--- config.mk ---
export PLATFORM = sky130hd
export DESIGN_NAME = flash_host
export DESIGN_NICKNAME = d
export VERILOG_FILES = /design/src/rtl/flash_host_pkg.sv /design/src/rtl/sync_if.sv /design/src/rtl/pin_sync.sv /design/src/rtl/flash_host.sv
export VERILOG_INCLUDE_DIRS = /design/src /design/src/rtl
export SDC_FILE = /design/constraint.sdc
export NUM_CORES = 1
export LEC_CHECK = 0
export ABC_AREA = 0
export ABC_CLOCK_PERIOD_IN_PS = 4500
export BUFFER_PORTS_ARGS = -buffer_cell sky130_fd_sc_hd__buf_2
export CAP_MARGIN = 5
export CELL_PAD_IN_SITES_DETAIL_PLACEMENT = 1
export CELL_PAD_IN_SITES_GLOBAL_PLACEMENT = 1
export CORE_MARGIN = 2
export CORE_UTILIZATION = 35
export DETAILED_ROUTE_END_ITERATION = 16
export GPL_TIMING_DRIVEN = 0
export PLACE_DENSITY = 0.66
export SYNTH_ARGS = -nofsm -noshare
export SYNTH_HDL_FRONTEND = slang
export SYNTH_SLANG_ARGS = --single-unit
export TNS_END_PERCENT = 30
--- constraint.sdc ---
create_clock -name clk -period 4.5 [get_ports clk]
set_input_delay 0.225 -clock clk [delete_from_list [all_inputs] [get_ports clk]]
set_output_delay 0.225 -clock clk [all_outputs]
set_load 0.1 [all_outputs]
--- src/rtl/flash_host_cfg.svh ---
// timing counts, widths and pin masks for the parallel flash host
`ifndef FLASH_HOST_CFG_SVH
`define FLASH_HOST_CFG_SVH

`define FH_CLK_NS 4
`define FH_ADDR_W 22
`define FH_DATA_W 16
`define FH_CNT_W 8
// pin sampling latency: three flops plus the agree stage
`define FH_SYNC_CYC 4

// read delays in ns, least times round up
`define FH_RANDOM_READ_NS 90
`define FH_IN_PAGE_READ_NS 25
`define FH_SELECT_READ_NS 90
`define FH_RANDOM_READ_CYC ((`FH_RANDOM_READ_NS + `FH_CLK_NS - 1) / `FH_CLK_NS)
`define FH_IN_PAGE_READ_CYC ((`FH_IN_PAGE_READ_NS + `FH_CLK_NS - 1) / `FH_CLK_NS)
`define FH_SELECT_READ_CYC ((`FH_SELECT_READ_NS + `FH_CLK_NS - 1) / `FH_CLK_NS)

// write strobe and reset pulse times in ns
`define FH_WR_SETUP_NS 8
`define FH_WR_PULSE_NS 36
`define FH_WR_HOLD_NS 20
`define FH_CLEAR_PULSE_MIN_NS 500
`define FH_CLEAR_REC_NS 200
`define FH_WR_SETUP_CYC ((`FH_WR_SETUP_NS + `FH_CLK_NS - 1) / `FH_CLK_NS)
`define FH_WR_PULSE_CYC ((`FH_WR_PULSE_NS + `FH_CLK_NS - 1) / `FH_CLK_NS)
`define FH_WR_HOLD_CYC ((`FH_WR_HOLD_NS + `FH_CLK_NS - 1) / `FH_CLK_NS)
`define FH_CLEAR_PULSE_CYC ((`FH_CLEAR_PULSE_MIN_NS + `FH_CLK_NS - 1) / `FH_CLK_NS)
`define FH_CLEAR_REC_CYC ((`FH_CLEAR_REC_NS + `FH_CLK_NS - 1) / `FH_CLK_NS)

// data pin output enables, low bit = driven
`define FH_OE_NONE 16'hFFFF
`define FH_OE_WORD 16'h0000
`define FH_OE_BYTE_RD 16'h7FFF
`define FH_OE_BYTE_WR 16'h7F00

`endif

--- src/rtl/flash_host_pkg.sv ---
// types shared by the parallel flash host
package flash_host_pkg;
   typedef enum logic [6:0] {
      ST_IDLE = 7'b0000001,
      ST_RD_WAIT = 7'b0000010,
      ST_WR_SETUP = 7'b0000100,
      ST_WR_PULSE = 7'b0001000,
      ST_WR_HOLD = 7'b0010000,
      ST_CLR_PULSE = 7'b0100000,
      ST_CLR_REC = 7'b1000000
   } fsm_t;
endpackage : flash_host_pkg

--- src/rtl/sync_if.sv ---
// carrier between the pin sampler and the flash host
`timescale 1ns/1ps
interface sync_if #(parameter int W = 16);
   logic [W-1:0] raw;
   logic [W-1:0] clean;
   modport feed (output raw, input clean);
   modport filt (input raw, output clean);
endinterface : sync_if

--- src/rtl/pin_sync.sv ---
// three-flop pin sampler, a change counts once stages two and three agree
`timescale 1ns/1ps
module pin_sync #(
   parameter int W = 16
) (
   // clock, reset, enable
   input wire logic clk,
   input wire logic rst,
   input wire logic en,
   // pins in, filtered out
   sync_if.filt sif
);
   typedef struct packed {
      logic [W-1:0] s1;
      logic [W-1:0] s2;
      logic [W-1:0] s3;
      logic [W-1:0] clean;
   } sync_state_t;

   sync_state_t q;
   sync_state_t d;

   always_comb begin
      d = q;
      d.s1 = sif.raw;
      d.s2 = q.s1;
      d.s3 = q.s2;
      // per-bit agree holds each settling bit at its old value while the steady bits move on
      for (int i = 0; i < W; i++) begin
         if (q.s2[i] == q.s3[i]) begin
            d.clean[i] = q.s3[i];
         end
      end
   end

   always_ff @(posedge clk or posedge rst) begin
      if (rst) begin
         q <= '0;
      end else if (en) begin
         q <= d;
      end
   end

   assign sif.clean = q.clean;
endmodule : pin_sync

--- src/rtl/flash_host.sv ---
// host controller driving an asynchronous parallel nor flash over its pins
`timescale 1ns/1ps
`include "flash_host_cfg.svh"
module flash_host import flash_host_pkg::*; #(
   parameter int ADDR_W = `FH_ADDR_W,
   parameter int CNT_W = `FH_CNT_W,
   parameter int RANDOM_CYC = `FH_RANDOM_READ_CYC,
   parameter int IN_PAGE_CYC = `FH_IN_PAGE_READ_CYC,
   parameter int SELECT_CYC = `FH_SELECT_READ_CYC,
   parameter int CLEAR_CYC = `FH_CLEAR_PULSE_CYC,
   parameter int CLEAR_REC_CYC = `FH_CLEAR_REC_CYC
) (
   // clock, reset, enable
   input wire logic clk,
   input wire logic rst,
   input wire logic en,
   // request side, bit 0 of the address is the byte-mode low bit
   input wire logic req_valid,
   output logic req_ready,
   input wire logic req_write,
   input wire logic [ADDR_W:0] req_addr,
   input wire logic [15:0] req_wdata,
   output logic rsp_valid,
   output logic [15:0] rsp_rdata,
   // mode and housekeeping
   input wire logic byte_mode,
   input wire logic boost_mode,
   input wire logic standby_req,
   input wire logic hw_clear_req,
   output logic boost_active,
   // flash pins
   output logic [ADDR_W-1:0] flash_addr,
   input wire logic [15:0] dq_i,
   output logic [15:0] dq_o,
   output logic [15:0] dq_oe_n,
   output logic ce_n,
   output logic oe_n,
   output logic we_n,
   output logic reset_n,
   output logic word_sel,
   output logic boost_program_pin
);
   localparam int FULL_CYC = (RANDOM_CYC > SELECT_CYC) ? RANDOM_CYC : SELECT_CYC;

   if (FULL_CYC + `FH_SYNC_CYC >= (1 << CNT_W) || CLEAR_CYC >= (1 << CNT_W) ||
       CLEAR_REC_CYC >= (1 << CNT_W) || IN_PAGE_CYC < 1 || ADDR_W < 16) begin : g_chk
      $error("flash_host: counter too narrow or address too short");
   end

   typedef struct packed {
      fsm_t st;
      logic [CNT_W-1:0] cnt;
      logic [ADDR_W-1:0] addr;
      logic [ADDR_W-3:0] page_key;
      logic page_open;
      logic byte_mode;
      logic [15:0] dq_o;
      logic [15:0] dq_oe_n;
      logic ce_n;
      logic oe_n;
      logic we_n;
      logic reset_n;
      logic boost;
      logic rsp_valid;
      logic [15:0] rdata;
   } host_state_t;

   host_state_t q;
   host_state_t d;
   logic page_hit;
   sync_if #(.W(16)) dq_sif ();

   pin_sync #(.W(16)) u_dq_sync (
      .clk(clk),
      .rst(rst),
      .en(en),
      .sif(dq_sif)
   );
   assign dq_sif.raw = dq_i;

   // page is the address above A1; A1..A0 (A1..A-1 in byte mode) pick the spot
   assign page_hit = q.page_open && !q.ce_n && q.byte_mode == byte_mode &&
                     q.page_key == req_addr[ADDR_W:3];

   always_comb begin
      d = q;
      d.rsp_valid = 1'b0;
      case (q.st)
         ST_IDLE: begin
            if (hw_clear_req) begin
               d.ce_n = 1'b1;
               d.oe_n = 1'b1;
               d.we_n = 1'b1;
               d.dq_oe_n = `FH_OE_NONE;
               d.reset_n = 1'b0;
               d.page_open = 1'b0;
               d.cnt = CNT_W'(CLEAR_CYC);
               d.st = ST_CLR_PULSE;
            end else if (req_valid) begin
               d.addr = req_addr[ADDR_W:1];
               d.byte_mode = byte_mode;
               d.ce_n = 1'b0;
               d.dq_o = byte_mode ? {req_addr[0], 7'h00, req_wdata[7:0]} : req_wdata;
               if (req_write) begin
                  // output gate stays high, strobe falls after the setup time
                  d.oe_n = 1'b1;
                  d.dq_oe_n = byte_mode ? `FH_OE_BYTE_WR : `FH_OE_WORD;
                  d.boost = boost_mode;
                  d.page_open = 1'b0;
                  d.cnt = CNT_W'(`FH_WR_SETUP_CYC);
                  d.st = ST_WR_SETUP;
               end else begin
                  d.oe_n = 1'b0;
                  d.we_n = 1'b1;
                  d.dq_oe_n = byte_mode ? `FH_OE_BYTE_RD : `FH_OE_NONE;
                  d.page_key = req_addr[ADDR_W:3];
                  // a fresh select or another page pays the full delay
                  d.cnt = page_hit ? CNT_W'(IN_PAGE_CYC + `FH_SYNC_CYC) :
                          CNT_W'(FULL_CYC + `FH_SYNC_CYC);
                  d.st = ST_RD_WAIT;
               end
            end else if (standby_req) begin
               d.ce_n = 1'b1;
               d.oe_n = 1'b1;
               d.dq_oe_n = `FH_OE_NONE;
               d.page_open = 1'b0;
            end
         end
         ST_RD_WAIT: begin
            d.cnt = q.cnt - 1'b1;
            if (q.cnt == CNT_W'(1)) begin
               // only the low byte is kept in byte mode; word-mode reads, identification included, keep all 16 bits
               d.rdata = q.byte_mode ? {8'h00, dq_sif.clean[7:0]} : dq_sif.clean;
               d.rsp_valid = 1'b1;
               d.oe_n = 1'b1;
               d.dq_oe_n = `FH_OE_NONE;
               d.page_open = 1'b1;
               d.st = ST_IDLE;
            end
         end
         ST_WR_SETUP: begin
            d.cnt = q.cnt - 1'b1;
            if (q.cnt == CNT_W'(1)) begin
               d.we_n = 1'b0;
               d.cnt = CNT_W'(`FH_WR_PULSE_CYC);
               d.st = ST_WR_PULSE;
            end
         end
         ST_WR_PULSE: begin
            d.cnt = q.cnt - 1'b1;
            if (q.cnt == CNT_W'(1)) begin
               d.we_n = 1'b1;
               d.cnt = CNT_W'(`FH_WR_HOLD_CYC);
               d.st = ST_WR_HOLD;
            end
         end
         ST_WR_HOLD: begin
            d.cnt = q.cnt - 1'b1;
            if (q.cnt == CNT_W'(1)) begin
               // deselect is safe: a started program or erase runs on
               d.ce_n = 1'b1;
               d.dq_oe_n = `FH_OE_NONE;
               d.boost = 1'b0;
               d.rsp_valid = 1'b1;
               d.st = ST_IDLE;
            end
         end
         ST_CLR_PULSE: begin
            d.cnt = q.cnt - 1'b1;
            if (q.cnt == CNT_W'(1)) begin
               d.reset_n = 1'b1;
               d.cnt = CNT_W'(CLEAR_REC_CYC);
               d.st = ST_CLR_REC;
            end
         end
         ST_CLR_REC: begin
            d.cnt = q.cnt - 1'b1;
            if (q.cnt == CNT_W'(1)) begin
               d.rsp_valid = 1'b1;
               d.st = ST_IDLE;
            end
         end
         default: begin
            d.st = ST_IDLE;
         end
      endcase
   end

   always_ff @(posedge clk or posedge rst) begin
      if (rst) begin
         q <= '{st: ST_IDLE, cnt: '0, addr: '0, page_key: '0, page_open: 1'b0,
                byte_mode: 1'b0, dq_o: 16'h0000, dq_oe_n: `FH_OE_NONE, ce_n: 1'b1,
                oe_n: 1'b1, we_n: 1'b1, reset_n: 1'b1, boost: 1'b0,
                rsp_valid: 1'b0, rdata: 16'h0000};
      end else if (en) begin
         q <= d;
      end
   end

   // clear has priority, so no request is taken while it is raised
   assign req_ready = en && q.st == ST_IDLE && !hw_clear_req;
   assign rsp_valid = q.rsp_valid;
   assign rsp_rdata = q.rdata;
   assign flash_addr = q.addr;
   assign dq_o = q.dq_o;
   assign dq_oe_n = q.dq_oe_n;
   assign ce_n = q.ce_n;
   assign oe_n = q.oe_n;
   assign we_n = q.we_n;
   assign reset_n = q.reset_n;
   assign word_sel = !q.byte_mode;
   // boost only spans one write; caller must use two-cycle program sequences
   assign boost_program_pin = q.boost;
   assign boost_active = q.boost;
endmodule : flash_host

==> out/metrics.csv <==
metric,value,unit
syn nets,757,
WL/cell,16.0,um
post-route minimum period,2980,ps
Die X,153,um
CTS tree,done,
Starting Density,0.356,
CTS Buf Count,17,
Setup WS post-layout,1520,ps
Ys Warns,0,
pin slew with the least headroom to its limit,748,ps
First DRT Iteration DRCs,208,
antenna cells,0,
Synth Cell Area,7740,um2
crit-path max FO,10,
# clock sinks,164,
Total Power Consumption,7.27,mW
critical path's top delay family,buffers and inverters,
Die Y,153,um
Final Hold Vio Count,0,
Setup WS pre-CTS,1530,ps
Inst Count DP,1116,
asr flop ratio synth,1.00,
#FFs+latches synth,164,
Layout area overhead,26.0,%
initial antenna violation count,0,
synth unique cells,59,
Post-layout nets,944,
Worst Setup Path Type,in -> out,
VDD IR max,0.416,mV
Final Non-Filler Cells,1171,
Routability Congestion,0.804,
final worst path period share,0.663,
Die ar.,23300,um2
Rel. slew slack,0.497,
RSZ-0062 raised after global routing,false,
Sum Neg Setup Slack,0,ps
post-route cell area,9760,um2
H-tree lvl count,4,
largest net degree at the start of global routing,39,
DPL Wire Length,13.9,mm
"Setup violations, final",0,
Post-synth EDFFs,0,
clock latency on the worst-skew pair,430,ps
layout cells sized above 1,0.392,
crit path DAT,2760,ps
# port buffers,140,
CP Capture Type,primary output,
Required @ worst endpoint,4280,ps
# IOs,143,
# resized after CTS,0,
Vias,5538,
Core Area,21800,um2
DR pass1 iterations,4,
area post-placement,8910,um2
CTS Buffer Depth,2,
Leak Pwr,4.58,nW
status,completed,
Worst path max stage delay,620,ps
WHS,22.5,ps
final wirelength,18.7,mm
"Seq/Total Area, Yosys",0.531,
clock-pin transition on the worst setup and hold timing paths,70,ps
Peak Freq,335,MHz
final core utilization,0.449,
Final Slew Violations,0,
gr ovfl total,0,
MaxCap Viol Count,0,
Critical path buffers and inverters,5,
Hold Crit Class,in -> reg,
Root Driver,clkbuf_16,
CP cell instances,buf_2 > clkbuf_1 > clkbuf_1 > buf_1 > and3_1 > buf_2,
Clock Skew,8.11,ps
first-pass GRT wire length,31.2,mm
gr usage total,0.168,
DRC violations left,0,
slowest cell on the critical path,buf_1,
Vias/cell,4.73,
row count,54,
Startpoint Class,input pin,
Pwr Density,745,nW/um2
vias in the first global route,5853,
antenna-violating nets left,0,
Synth Instances,691,
Syn Area/Cell,11.2,um2
ys flop type,dfrtp_1,
-- cells by family (layout without fill, tap and decap cells) --
| group | after synthesis | count (layout) | synth area share |
|---|---|---|---|
| buf+inv | 112 | 312 | 0.0911 |
| flops | 164 | 164 | 0.531 |
| simple gates | 178 | 178 | 0.118 |
| xor+xnor | 27 | 27 | 0.0305 |
| compound gates | 127 | 127 | 0.108 |
| fa+ha+maj | 2 | 2 | 0.00323 |
| mux | 81 | 81 | 0.117 |
-- cells in the mapped netlist, drive strengths merged (2+ instances only) --
master	count	area (um2)
a21o	2	15.0
a21oi	52	268
a22o	2	17.5
and3	7	43.8
buf	84	597
clkbuf	19	75.1
dfrtp	156	3900
dfstp	8	210
ha	2	25.0
inv	8	30.0
mux2	79	890
mux2i	2	20.0
nand2	66	250
nand2b	28	175
nand3	19	108
nand4	2	12.5
nand4b	3	26.3
nor2	31	124
nor2b	2	12.5
nor3	4	20.0
nor4	9	71.3
o21a	3	23.8
o21ai	28	144
o22a	24	210
o22ai	2	12.5
o31ai	2	28.8
o32a	3	30.0
or4	2	18.8
xnor2	4	35.0
xor2	23	201
-- worst reg2reg max path, delay by kind of cell, from the launching register on --
kind                   cells  cell delay, ps
and+or+nand+nor            5            1590
buffers and inverters      1             360
DFF                        1             460
-- registers in the layout, summed over array words and instances, names as in the netlist --
name	cells
dq_o	16
q	37
u_dq_sync.sif.clean	16
u_dq_sync.d	32
rsp_rdata	16
ce_n	1
u_dq_sync.q	16
we_n	1
oe_n	1
rsp_valid	1
dq_oe_n	3
reset_n	1
boost_active	1
flash_addr	22
-- final cells by class --
class	instances	area [um2]
inverters	9	37.5
well taps	280	350
plain buffers	103	672
multi-input cells	415	2930
flip-flops and latches	164	4110
clock buffers	17	425
repair buffers	168	1040
fillers	2423	12000
clock inverters	15	196
-- final timing paths --
path                                from         endpoint  slack [ps]  depth (start not counted)
setup / recovery                      en        req_ready        1520                          6
hold / removal                   dq_i[1]  u_dq_sync.d[33]          20                          2
setup reg to reg                  q[101]     rsp_rdata[0]        1970                          6
hold reg to reg            rsp_rdata[14]    rsp_rdata[14]         470                          2
max in group asynchronous            rst      dq_oe_n[14]        3190                          6
min in group asynchronous            rst  u_dq_sync.d[40]         330                          3
-- cell usage in the layout, fill, tap and decap left out, types with 7 or more instances in the layout --
cell	synthesis	routed
o22a_1	24	24
xor2_1	23	23
nor2_1	30	30
dlygate4sd3_1	0	23
a21oi_1	50	50
mux2_2	68	68
clkbuf_1	18	18
nand3_1	18	18
o21ai_0	10	10
and3_1	7	7
clkbuf_16	0	17
dfrtp_1	156	156
mux2_1	11	11
buf_2	6	146
nand2_1	65	65
nor4_1	8	8
inv_1	8	7
buf_4	73	73
nand2b_1	28	28
o21ai_1	17	17
dfstp_2	8	8
-- power by group --
part | leakage, nW | internal (mW) | switching, mW
combinational | 2.27 | 1.00 | 2.54
clock | 0.302 | 0.766 | 0.730
sequential | 2.00 | 1.93 | 0.309
total | 4.58 | 3.70 | 3.58
-- repair_timing --
action / in CTS / in global routing
endpoints found under the setup margin: 0 / 0
buffers inserted: 0 / 0
hold endpoints to repair: 37 / 0
hold buffers: 23 / 0
-- metal layers --
metal | GRT usage | vias up | part of all wire | wire length (um)
li1 | - | 2714 | - | -
met1 | 0.214 | 2732 | 0.45 | 8500
met2 | 0.294 | 82 | 0.51 | 9480
met3 | 0.0338 | 10 | 0.030 | 568
met4 | 0.0397 | 0 | 0.0092 | 173
met5 | 0 | - | 0 | 0
Note: power is estimated with default switching activity, not from simulation.
